===== config.mk =====
export PLATFORM = sky130hd
export DESIGN_NAME = port_e_pin_function_select
export DESIGN_NICKNAME = d
export VERILOG_FILES = /design/src/pin_route_cell.v /design/src/port_e_pin_function_select.v
export VERILOG_INCLUDE_DIRS = /design/src
export SDC_FILE = /design/constraint.sdc
export NUM_CORES = 1
export LEC_CHECK = 0
export BUFFER_PORTS_ARGS = -buffer_cell sky130_fd_sc_hd__buf_4
export CORE_MARGIN = 5
export CORE_UTILIZATION = 28
export CTS_CLUSTER_DIAMETER = 200
export DETAILED_ROUTE_END_ITERATION = 6
export HOLD_SLACK_MARGIN = 0.05
export PLACE_DENSITY = 0.5
export SETUP_SLACK_MARGIN = 0.05
export SKIP_LAST_GASP = 1
export SYNTH_ARGS = -nofsm -noshare
export SYNTH_HDL_FRONTEND = slang
export SYNTH_SLANG_ARGS = --single-unit

===== constraint.sdc =====
create_clock -name aclk -period 1.9 [get_ports aclk]
set_input_delay 0 -clock aclk [delete_from_list [all_inputs] [get_ports aclk]]
set_output_delay 0 -clock aclk [all_outputs]
set_load 0.01 [all_outputs]

===== src/pin_mux_defs.vh =====
// Constants for the port E function select and port F data read block
`ifndef PIN_MUX_DEFS_VH
`define PIN_MUX_DEFS_VH

// ---------------------------------------------------------------
// Register byte offsets
// ---------------------------------------------------------------
`define OFS_E_CTRL_1        4'h0
`define OFS_E_CTRL_2        4'h4
`define OFS_F_PIN_DATA      4'h8
`define OFS_E_PIN_LEVEL     4'hC
`define ADDR_DEC_BITS       4

// ---------------------------------------------------------------
// Field positions
// ---------------------------------------------------------------
`define PIN11_MODE_HI       7
`define PIN11_MODE_LO       6
`define PIN10_MODE_HI       5
`define PIN10_MODE_LO       4
`define PIN9_MODE_HI        3
`define PIN9_MODE_LO        2
`define PIN8_MODE_HI        1
`define PIN8_MODE_LO        0
`define PIN7_MODE_HI        15
`define PIN7_MODE_LO        14

// ---------------------------------------------------------------
// Reset values
// ---------------------------------------------------------------
`define E_CTRL_1_RESET      8'h00
`define PIN7_MODE_RESET     2'h0

// ---------------------------------------------------------------
// Mode codes
// ---------------------------------------------------------------
`define MODE_PORT           2'h0
`define MODE_TIMER          2'h1
`define PIN7_SERIAL_CODE    2'h2
`define PIN8_SERIAL_CODE    2'h2
`define PIN9_SERIAL_CODE    2'h3
`define PIN10_SERIAL_CODE   2'h2
`define PIN11_SERIAL_CODE   2'h3

// ---------------------------------------------------------------
// Idle levels fed to a peripheral whose pin is routed elsewhere
// ---------------------------------------------------------------
`define TIMER_IDLE_LEVEL    1'b0
`define SERIAL_IDLE_LEVEL   1'b1

// ---------------------------------------------------------------
// Bus responses
// ---------------------------------------------------------------
`define RESP_OKAY           2'h0
`define RESP_SLVERR         2'h2

`endif


===== src/pin_route_cell.v =====
// One multiplexed pin: routes port, timer or serial function to the pin
`timescale 1ns/1ps
`include "pin_mux_defs.vh"

module pin_route_cell #(
    parameter [1:0] SERIAL_CODE = 2'h2
) (
    input  wire       aclk,
    input  wire       aresetn,
    input  wire [1:0] mode,
    input  wire       pin_level,
    input  wire       gpio_out,
    input  wire       gpio_oe,
    input  wire       tio_out,
    input  wire       tio_oe,
    input  wire       ser_out,
    input  wire       ser_oe,
    output reg        pin_out,
    output reg        pin_oe,
    output reg        gpio_in,
    output reg        tio_in,
    output reg        ser_in
);

    // ---------------------------------------------------------------
    // Function decode
    // ---------------------------------------------------------------
    // Prohibited codes fall back to port function
    wire sel_timer  = (mode == `MODE_TIMER);
    wire sel_serial = (mode == SERIAL_CODE);
    reg  out_d;
    reg  oe_d;

    always @* begin
        if (sel_timer) begin
            out_d = tio_out;
            oe_d  = tio_oe;
        end else if (sel_serial) begin
            out_d = ser_out;
            oe_d  = ser_oe;
        end else begin
            out_d = gpio_out;
            oe_d  = gpio_oe;
        end
    end

    // ---------------------------------------------------------------
    // Registered pin drive and peripheral inputs
    // ---------------------------------------------------------------
    always @(posedge aclk) begin
        if (!aresetn) begin
            pin_out <= 1'b0;
            pin_oe  <= 1'b0;
            gpio_in <= 1'b0;
            tio_in  <= `TIMER_IDLE_LEVEL;
            ser_in  <= `SERIAL_IDLE_LEVEL;
        end else begin
            pin_out <= out_d;
            pin_oe  <= oe_d;
            // Port always sees the pin, as on a plain port read
            gpio_in <= pin_level;
            // Unselected peripherals see idle, not stray pin activity
            tio_in  <= sel_timer ? pin_level : `TIMER_IDLE_LEVEL;
            ser_in  <= sel_serial ? pin_level : `SERIAL_IDLE_LEVEL;
        end
    end

endmodule


===== src/port_e_pin_function_select.v =====
// Port E pin function select with port F data read, AXI4-Lite slave
`timescale 1ns/1ps
`include "pin_mux_defs.vh"

module port_e_pin_function_select (
    input  wire        aclk,
    input  wire        aresetn,
    // AXI4-Lite slave
    input  wire [31:0] s_axi_awaddr,
    input  wire        s_axi_awvalid,
    output wire        s_axi_awready,
    input  wire [31:0] s_axi_wdata,
    input  wire [3:0]  s_axi_wstrb,
    input  wire        s_axi_wvalid,
    output wire        s_axi_wready,
    output reg  [1:0]  s_axi_bresp,
    output reg         s_axi_bvalid,
    input  wire        s_axi_bready,
    input  wire [31:0] s_axi_araddr,
    input  wire        s_axi_arvalid,
    output wire        s_axi_arready,
    output reg  [31:0] s_axi_rdata,
    output reg  [1:0]  s_axi_rresp,
    output reg         s_axi_rvalid,
    input  wire        s_axi_rready,
    // Port E pins 7..11, bit 0 is pin 7
    input  wire [4:0]  pin_e_in,
    output wire [4:0]  pin_e_out,
    output wire [4:0]  pin_e_oe,
    // Port function of port E pins 7..11
    input  wire [4:0]  port_e_gpio_out,
    input  wire [4:0]  port_e_gpio_oe,
    output wire [4:0]  port_e_gpio_in,
    // Timer pins: ch2 B, ch3 A, ch3 B, ch3 C, ch3 D (bit 0..4)
    input  wire [4:0]  timer_io_out,
    input  wire [4:0]  timer_io_oe,
    output wire [4:0]  timer_io_in,
    // Serial channels
    output wire        serial2_receive_in,
    output wire        serial3_receive_in,
    input  wire        serial2_transmit_out,
    input  wire        serial2_clock_io_out,
    input  wire        serial2_clock_io_oe,
    output wire        serial2_clock_io_in,
    input  wire        serial3_clock_io_out,
    input  wire        serial3_clock_io_oe,
    output wire        serial3_clock_io_in,
    // Port F pins and their analog selection
    input  wire [7:0]  pin_f_in,
    input  wire [7:0]  analog_input_n_sel
);

    // ---------------------------------------------------------------
    // Control registers
    // ---------------------------------------------------------------
    reg  [7:0]  port_e_low_function_ctrl_1_q;
    reg  [1:0]  pin7_mode_q;
    wire [15:0] port_e_low_function_ctrl_2;
    wire [9:0]  pin_modes;

    assign port_e_low_function_ctrl_2 = {pin7_mode_q, 14'h0000};

    // Two bits per pin, pin 7 first
    assign pin_modes = {
        port_e_low_function_ctrl_1_q[`PIN11_MODE_HI:`PIN11_MODE_LO],
        port_e_low_function_ctrl_1_q[`PIN10_MODE_HI:`PIN10_MODE_LO],
        port_e_low_function_ctrl_1_q[`PIN9_MODE_HI:`PIN9_MODE_LO],
        port_e_low_function_ctrl_1_q[`PIN8_MODE_HI:`PIN8_MODE_LO],
        pin7_mode_q
    };

    // ---------------------------------------------------------------
    // Pin input synchronisers
    // ---------------------------------------------------------------
    // Port E in bits 4:0, port F in bits 12:5
    wire [12:0] pin_raw;
    reg  [12:0] sync1_q;
    reg  [12:0] sync2_q;
    reg  [12:0] sync3_q;
    reg  [12:0] level_q;

    assign pin_raw = {pin_f_in, pin_e_in};

    // Data path only; no reset, so levels follow the pins after reset
    always @(posedge aclk) begin
        sync1_q <= pin_raw;
        sync2_q <= sync1_q;
        sync3_q <= sync2_q;
    end

    genvar b;
    generate
        for (b = 0; b < 13; b = b + 1) begin : g_filter
            // A change counts once the last two stages agree
            always @(posedge aclk) begin
                if (sync2_q[b] == sync3_q[b]) begin
                    level_q[b] <= sync3_q[b];
                end
            end
        end
    endgenerate

    // ---------------------------------------------------------------
    // Per pin routing
    // ---------------------------------------------------------------
    // Serial code per pin must be constant, it sets each cell's decode
    localparam [9:0] SERIAL_CODES = {`PIN11_SERIAL_CODE, `PIN10_SERIAL_CODE,
                                     `PIN9_SERIAL_CODE, `PIN8_SERIAL_CODE,
                                     `PIN7_SERIAL_CODE};
    wire [4:0] ser_out_v;
    wire [4:0] ser_oe_v;
    wire [4:0] ser_in_v;

    // Receive-only pins never drive; the transmit pin always drives
    assign ser_out_v = {1'b0, serial2_transmit_out, serial3_clock_io_out,
                        serial2_clock_io_out, 1'b0};
    assign ser_oe_v  = {1'b0, 1'b1, serial3_clock_io_oe, serial2_clock_io_oe, 1'b0};

    genvar p;
    generate
        for (p = 0; p < 5; p = p + 1) begin : g_pin
            pin_route_cell #(
                .SERIAL_CODE (SERIAL_CODES[2*p+1:2*p])
            ) u_cell (
                .aclk      (aclk),
                .aresetn   (aresetn),
                .mode      (pin_modes[2*p+1:2*p]),
                .pin_level (level_q[p]),
                .gpio_out  (port_e_gpio_out[p]),
                .gpio_oe   (port_e_gpio_oe[p]),
                .tio_out   (timer_io_out[p]),
                .tio_oe    (timer_io_oe[p]),
                .ser_out   (ser_out_v[p]),
                .ser_oe    (ser_oe_v[p]),
                .pin_out   (pin_e_out[p]),
                .pin_oe    (pin_e_oe[p]),
                .gpio_in   (port_e_gpio_in[p]),
                .tio_in    (timer_io_in[p]),
                .ser_in    (ser_in_v[p])
            );
        end
    endgenerate

    assign serial2_receive_in  = ser_in_v[0];
    assign serial2_clock_io_in = ser_in_v[1];
    assign serial3_clock_io_in = ser_in_v[2];
    assign serial3_receive_in  = ser_in_v[4];

    // ---------------------------------------------------------------
    // Port F read value
    // ---------------------------------------------------------------
    wire [7:0] port_f_pin_data;

    // Analog pins read one so a stray level never leaks through
    assign port_f_pin_data = level_q[12:5] | analog_input_n_sel;

    // ---------------------------------------------------------------
    // Write channel
    // ---------------------------------------------------------------
    reg        aw_held_q;
    reg        w_held_q;
    reg [3:0]  aw_addr_q;
    reg [31:0] w_data_q;
    reg [3:0]  w_strb_q;

    wire       aw_take = s_axi_awvalid & s_axi_awready;
    wire       w_take  = s_axi_wvalid & s_axi_wready;
    wire       aw_have = aw_held_q | aw_take;
    wire       w_have  = w_held_q | w_take;
    wire       wr_fire = aw_have & w_have;
    wire [3:0] wr_addr = aw_held_q ? aw_addr_q : s_axi_awaddr[3:0];
    wire [31:0] wr_data = w_held_q ? w_data_q : s_axi_wdata;
    wire [3:0] wr_strb = w_held_q ? w_strb_q : s_axi_wstrb;
    wire       wr_map  = (wr_addr == `OFS_E_CTRL_1) | (wr_addr == `OFS_E_CTRL_2) |
                         (wr_addr == `OFS_F_PIN_DATA) | (wr_addr == `OFS_E_PIN_LEVEL);

    // One write in flight: nothing new until the response is taken
    assign s_axi_awready = ~aw_held_q & ~s_axi_bvalid;
    assign s_axi_wready  = ~w_held_q & ~s_axi_bvalid;

    always @(posedge aclk) begin
        if (!aresetn) begin
            aw_held_q    <= 1'b0;
            w_held_q     <= 1'b0;
            aw_addr_q    <= 4'h0;
            w_data_q     <= 32'h0000_0000;
            w_strb_q     <= 4'h0;
            s_axi_bvalid <= 1'b0;
            s_axi_bresp  <= `RESP_OKAY;
        end else begin
            if (aw_take) begin
                aw_addr_q <= s_axi_awaddr[3:0];
            end
            if (w_take) begin
                w_data_q <= s_axi_wdata;
                w_strb_q <= s_axi_wstrb;
            end
            if (wr_fire) begin
                aw_held_q    <= 1'b0;
                w_held_q     <= 1'b0;
                s_axi_bvalid <= 1'b1;
                s_axi_bresp  <= wr_map ? `RESP_OKAY : `RESP_SLVERR;
            end else begin
                aw_held_q <= aw_have;
                w_held_q  <= w_have;
                if (s_axi_bvalid && s_axi_bready) begin
                    s_axi_bvalid <= 1'b0;
                end
            end
        end
    end

    // ---------------------------------------------------------------
    // Register writes
    // ---------------------------------------------------------------
    // Port F and pin level words are read only; writes answer OKAY
    always @(posedge aclk) begin
        if (!aresetn) begin
            port_e_low_function_ctrl_1_q <= `E_CTRL_1_RESET;
            pin7_mode_q                  <= `PIN7_MODE_RESET;
        end else if (wr_fire) begin
            if (wr_addr == `OFS_E_CTRL_1 && wr_strb[0]) begin
                port_e_low_function_ctrl_1_q <= wr_data[7:0];
            end
            if (wr_addr == `OFS_E_CTRL_2 && wr_strb[1]) begin
                pin7_mode_q <= wr_data[`PIN7_MODE_HI:`PIN7_MODE_LO];
            end
        end
    end

    // ---------------------------------------------------------------
    // Read channel
    // ---------------------------------------------------------------
    reg [31:0] rd_word;
    reg        rd_map;

    always @* begin
        rd_word = 32'h0000_0000;
        rd_map  = 1'b1;
        case (s_axi_araddr[3:0])
            `OFS_E_CTRL_1:    rd_word = {24'h00_0000, port_e_low_function_ctrl_1_q};
            `OFS_E_CTRL_2:    rd_word = {16'h0000, port_e_low_function_ctrl_2};
            `OFS_F_PIN_DATA:  rd_word = {24'h00_0000, port_f_pin_data};
            `OFS_E_PIN_LEVEL: rd_word = {27'h000_0000, level_q[4:0]};
            default:          rd_map  = 1'b0;
        endcase
    end

    // One read in flight: address is refused while data waits
    assign s_axi_arready = ~s_axi_rvalid;

    always @(posedge aclk) begin
        if (!aresetn) begin
            s_axi_rvalid <= 1'b0;
            s_axi_rdata  <= 32'h0000_0000;
            s_axi_rresp  <= `RESP_OKAY;
        end else if (s_axi_arvalid && s_axi_arready) begin
            s_axi_rvalid <= 1'b1;
            s_axi_rdata  <= rd_word;
            s_axi_rresp  <= rd_map ? `RESP_OKAY : `RESP_SLVERR;
        end else if (s_axi_rvalid && s_axi_rready) begin
            s_axi_rvalid <= 1'b0;
        end
    end

endmodule


==> flow_metrics.tcl, run 1 <==
set metrics [dict create \
    post-route-util_pct 42.2 \
    grt.total_usage_pct 11.8 \
    synth_edf_count 13 \
    cts_sinks 118 \
    timing.final.hold_violations 0 \
    synthSimpleGateAreaFrac_pct 14.5 \
    insertion_delay_ns 0.41 \
    clock_tree.root_cell "clkbuf_16" \
    crit_fanout 6 \
    place_area_um2 5330 \
    rows 46 \
    power_density_nw_per_um2 993 \
    cp_top_family "simple AND/OR/NAND/NOR gates" \
    synth_compound_gate_area_share_pct 8.45 \
    finalWeightedCongestion 0.746 \
    cts_tree "yes" \
    fmax_ghz 0.561 \
    drive_above_1_share_pct 30.2 \
    synth_top_family_by_area "simple AND/OR/NAND/NOR gates" \
    postSynth.asyncResetShare_pct 0 \
    postSynthRegisterBits 118 \
    dieArea_um2 18600 \
    via_count 3299 \
    ant_nets 0 \
    ys_warn_count 0 \
    leakagePower_nw 2.88 \
    multi_input_area_um2 1680 \
    critical_path_required_ns 2.20 \
    endpoint_kind "flop" \
    ios 218 \
    syn_to_final_growth_pct 48.7 \
    final_area_um2 6650 \
    nets 733 \
    skew_ns 0.0104 \
    antenna_found_initial 0 \
    dr.pass1.iters 4 \
    syn_avg_cell_area_um2 10.9 \
    netlist_instances 409 \
    drc 0 \
    clkTransAtPathRegs_ns 0.05 \
    synth_ff_type "dfxtp_1" \
    worst_pin_slew_ns 0.525 \
    ys_types 40 \
    netlist_area_um2 4470 \
    outcome "finished, final reports clean" \
    die_h_um 136 \
    drtIter0Drc 109 \
    cts_buffers 17 \
    arrival_ns 2.09 \
    die_x_um 136 \
    cts_buffer_depth 2 \
    crit_buf_inv 1 \
    finalNonFillerCells 808 \
    muxShareOfSynthArea_pct 9.51 \
    core_um2 15800 \
    slew_viol_final 0 \
    regArea_um2 2490 \
    gr-total-overflow 0 \
    hp-class "input pin to flop" \
    maxCapViolations 0 \
    io_buffers 113 \
    grt_max_degree 42 \
    antenna_cells 0 \
    criticalPathCategory "flop to flop" \
    dp_hpwl_um 7770 \
    crit_slowest_cell "or4b_4" \
    finalCritPeriodShare_pct 93.9 \
    synthAdderAreaFrac_pct 0 \
    grt_pass1_wl_um 16800 \
    final_common_cell "buf_4" \
    period_minus_slack_ns 1.78 \
    relSlewSlack_pct 65.0 \
    path_cells "or4b_4, dlygate4sd3_1, and3_1" \
    n_fill_cell 1525 \
    grt_pass1_vias 3402 \
    finalSetupViolCount 0 \
    finalSetupTns_ns 0 \
    cp-start-kind "flop" \
    rsz0062_at_grt "false" \
    final_cell_mix "buf_4, dfxtp_1, dlygate4sd3_1, nand2_1, conb_1" \
    initial_core_util_pct 28.4 \
    routed_via_density 4.08 \
    irDropWorstVdd_mv 0.623 \
    synth_xor_area_share_pct 2.55 \
    p_total_mw 6.61 \
    routed_wirelength_um 10800 \
    cpPeakStageDelay_ns 0.60 \
    routedWlPerCell_um 13.4 \
    dp_cells 707 \
    synth_seq_area_share_pct 55.7 \
    cts-htree-levels 4 \
]
==> stage by stage <==
stage | worst slack, ns | hold WS, ns
finish | 0.116 | 0.111
global route | 0.0706 | 0.123
CTS | 0.114 | 0.0872
detailed placement | 0.172 | 0.106
global placement | 0.162 | 0.105
floorplan | 0.441 | 0.0277
==> flip-flops by register name, summed over array words and instances, names as in the netlist, 2 cells and up <==
name	cells
g_pin.u_cell.pin_oe	5
sync3_q	13
sync2_q	13
pin7_mode_q	2
port_e_low_function_ctrl_1_q	8
s_axi_rdata	10
w_data_q	10
g_pin.u_cell.tio_in	5
aw_addr_q	4
level_q	13
g_pin.u_cell.pin_out	5
sync1_q	13
g_pin.u_cell.ser_in	4
g_pin.u_cell.gpio_in	5
w_strb_q	2
==> report_power, final <==
| part | switching (mW) | internal [mW] | total (mW) | leakage (nW) |
|---|---|---|---|---|
| clock network | 1.06 | 2.16 | 3.22 | 0.295 |
| logic | 0.276 | 0.385 | 0.661 | 1.58 |
| registers | 0.0711 | 2.66 | 2.73 | 0.997 |
| total | 1.41 | 5.20 | 6.61 | 2.88 |
==> cell type report <==
| class | instances | area share, % |
|---|---|---|
| inverters | 2 | 0.113 |
| clock inverters | 9 | 1.90 |
| clock buffers | 22 | 7.15 |
| multi-input cells | 251 | 25.2 |
| repair buffers | 190 | 24.1 |
| flip-flops and latches | 118 | 37.5 |
| well taps | 216 | 4.06 |
==> worst reg2reg max path, cell delays in order (launching register included) <==
cell and delay (ns):
dfxtp_1 0.35, or4b_4 0.60, dlygate4sd3_1 0.57, and3_1 0.16
==> worst paths after layout <==
check,startpoint,end,slack (ns),cells after the start
setup / recovery,s_axi_rvalid,s_axi_rresp[1],0.12,3
setup reg to reg,s_axi_rvalid,s_axi_rresp[1],0.12,3
hold reg to reg,sync1_q[7],sync2_q[7],0.32,0
hold / removal,analog_input_n_sel[2],s_axi_rdata[2],0.11,5
==> per-layer routing <==
layer  global-route usage, %  share of wire (%)
met5                       0                  0
met4                    4.14                1.6
met3                    5.70                8.0
met2                    19.3                 47
met1                    13.6                 43
==> logic make-up after synthesis <==
kind of cell,count (synthesis)
other,1
buffers and inverters,63
DFF,118
xor gates and xnor gates,13
AOI/OAI and AO/OA,50
and+or+nand+nor,124
muxes,40
==> cell usage after synthesis, types with 6 or more instances <==
cell | n | area share [%]
nand2_1 | 57 | 4.8
edfxtp_1 | 13 | 8.7
mux2_2 | 16 | 4.0
nor2_1 | 10 | 0.84
nor2b_1 | 14 | 2.0
o211a_1 | 6 | 1.3
mux2i_1 | 23 | 5.1
a21oi_1 | 7 | 0.78
xnor2_1 | 13 | 2.5
and2_1 | 13 | 1.8
clkbuf_1 | 13 | 1.1
buf_4 | 44 | 7.4
dfxtp_1 | 105 | 47
o21ai_0 | 8 | 0.90
a21boi_0 | 12 | 2.0
==> what timing repair did <==
item | CTS | global route
resized for setup | 0 | 7
endpoints found under the hold margin | 57 | 0
buffers inserted | 0 | 0
hold buffers | 70 | 0
endpoints found under the setup margin | 0 | 6
(Power assumes the default switching activity.)
==> run 2: changes to the inputs <==
--- a/config.mk
+++ b/config.mk
@@ -8,9 +8,9 @@
 export LEC_CHECK = 0
 export BUFFER_PORTS_ARGS = -buffer_cell sky130_fd_sc_hd__buf_4
-export CORE_MARGIN = 5
+export CORE_MARGIN = 3
 export CORE_UTILIZATION = 28
 export CTS_CLUSTER_DIAMETER = 200
 export DETAILED_ROUTE_END_ITERATION = 6
-export HOLD_SLACK_MARGIN = 0.05
+export HOLD_SLACK_MARGIN = 0.15
 export PLACE_DENSITY = 0.5
 export SETUP_SLACK_MARGIN = 0.05
==> constraint.sdc (replaced) <==
create_clock -name aclk -period 1.9 [get_ports aclk]
set_input_delay 0.095 -clock aclk [delete_from_list [all_inputs] [get_ports aclk]]
set_output_delay 0.095 -clock aclk [all_outputs]
set_load 0.01 [all_outputs]
==> flow_metrics.tcl, run 2 (synthesis gave the netlist of run 1 again) <==
set metrics [dict create \
    outcome "finished, final reports clean" \
    dieArea_um2 17500 \
    skew_ns 0.0138 \
    finalSetupTns_ns 0 \
    grt_pass1_wl_um 16500 \
    maxCapViolations 0 \
    hp-class "input pin to flop" \
    cp-start-kind "flop" \
    wl_met2_um 5060 \
    holdWs_ns 0.196 \
    finalCritPeriodShare_pct 93.6 \
    criticalPathCategory "flop to flop" \
    crit_fanout 6 \
    cts_tree "yes" \
    grt.total_usage_pct 12.1 \
    endpoint_kind "flop" \
    met3_length_um 704 \
    multi_input_area_um2 1660 \
    drc 0 \
    routed_via_density 4.13 \
    syn_to_final_growth_pct 49.7 \
    rsz0062_at_grt "false" \
    rows 45 \
    antenna_cells 0 \
    insertion_delay_ns 0.41 \
    die_h_um 132 \
    final_common_cell "buf_4" \
    antenna_found_initial 0 \
    core_um2 15400 \
    routed_wirelength_um 10500 \
    grt_pass1_vias 3396 \
    ant_nets 0 \
    fin_ws_ns 0.122 \
    grt_max_degree 43 \
    period_minus_slack_ns 1.78 \
    leakagePower_nw 2.86 \
    clock_tree.root_cell "clkbuf_16" \
    dr.pass1.iters 4 \
    io_buffers 113 \
    final_cell_mix "buf_4, dfxtp_1, dlygate4sd3_1, nand2_1, conb_1" \
    slew_viol_final 0 \
    timing.final.hold_violations 0 \
    regArea_um2 2490 \
    finalWeightedCongestion 0.742 \
    p_total_mw 6.80 \
    power_density_nw_per_um2 1020 \
    drive_above_1_share_pct 30.2 \
    routedWlPerCell_um 13.0 \
    ios 218 \
    dp_hpwl_um 7260 \
    wl_met1_um 4540 \
    cts_sinks 118 \
    gr-total-overflow 0 \
    cts-htree-levels 4 \
    cts_buffers 17 \
    cts_buffer_depth 2 \
    initial_core_util_pct 29.0 \
    clkTransAtPathRegs_ns 0.05 \
    die_x_um 132 \
    arrival_ns 2.09 \
    via_count 3319 \
    finalSetupViolCount 0 \
    fmax_ghz 0.562 \
    n_fill_cell 1501 \
    drtIter0Drc 113 \
    dp_slack_ns 0.152 \
    highest_layer "met4" \
    nets 733 \
    irDropWorstVdd_mv 0.593 \
    critical_path_required_ns 2.21 \
]
## run 2: cell types whose count changed in the layout (fill, tap and decap cells not counted), sizes merged
cell,before,now
dlygate4sd3,70,71
clkinvlp,1,3
buf,120,119
clkbuf,22,23
clkinv,5,3
## run 2: power breakdown
group          switching, mW  internal, mW  leakage (nW)  total, mW
Sequential            0.0726          2.66         0.997       2.73
Clock                   1.11          2.29         0.306       3.41
Combinational          0.272         0.388          1.56      0.660
Total                   1.46          5.34          2.86       6.80
## run 2: cell type report
type / count / area share, %
clock buffers: 23 / 7.62
clock inverters: 9 / 2.07
inverters: 2 / 0.112
multi-input cells: 251 / 24.9
flip-flops and latches: 118 / 37.2
well taps: 211 / 3.94
repair buffers: 190 / 24.1
## run 2: stage by stage
step                      cells  area [µm²]  util [%]
after floorplan             432        4560         -
after CTS                   804        6680      43.3
after detailed placement    701        5320      34.5
final                       804        6700      43.4
after global placement      701        5320      34.5
after global routing        804        6700      43.4
## run 2: layer usage
layer / GRT usage [%] / vias to the layer above
met3: 4.12 / 14
met1: 13.7 / 1530
li1: - / 1663
met2: 20.1 / 112
met5: 0 / -
met4: 6.06 / 0
## run 2: critical path, stage by stage, from the launching register on
cell and delay (ns):
dfxtp_1 0.35, or4b_4 0.59, dlygate4sd3_1 0.58, and3_1 0.16
## run 2: what timing repair did
action / in CTS / in global routing
hold buffers: 71 / 0
hold endpoints to repair: 57 / 0
setup buffers: 0 / 0
endpoints found under the setup margin: 0 / 5
gates resized for setup: 0 / 3
## run 2: worst paths after layout
path,start,end,cells after the start,slack [ns]
max,s_axi_rvalid,s_axi_rresp[1],3,0.12
min,analog_input_n_sel[2],s_axi_rdata[2],5,0.20
max reg2reg,s_axi_rvalid,s_axi_rresp[1],3,0.12
min reg2reg,sync1_q[6],sync2_q[6],0,0.32
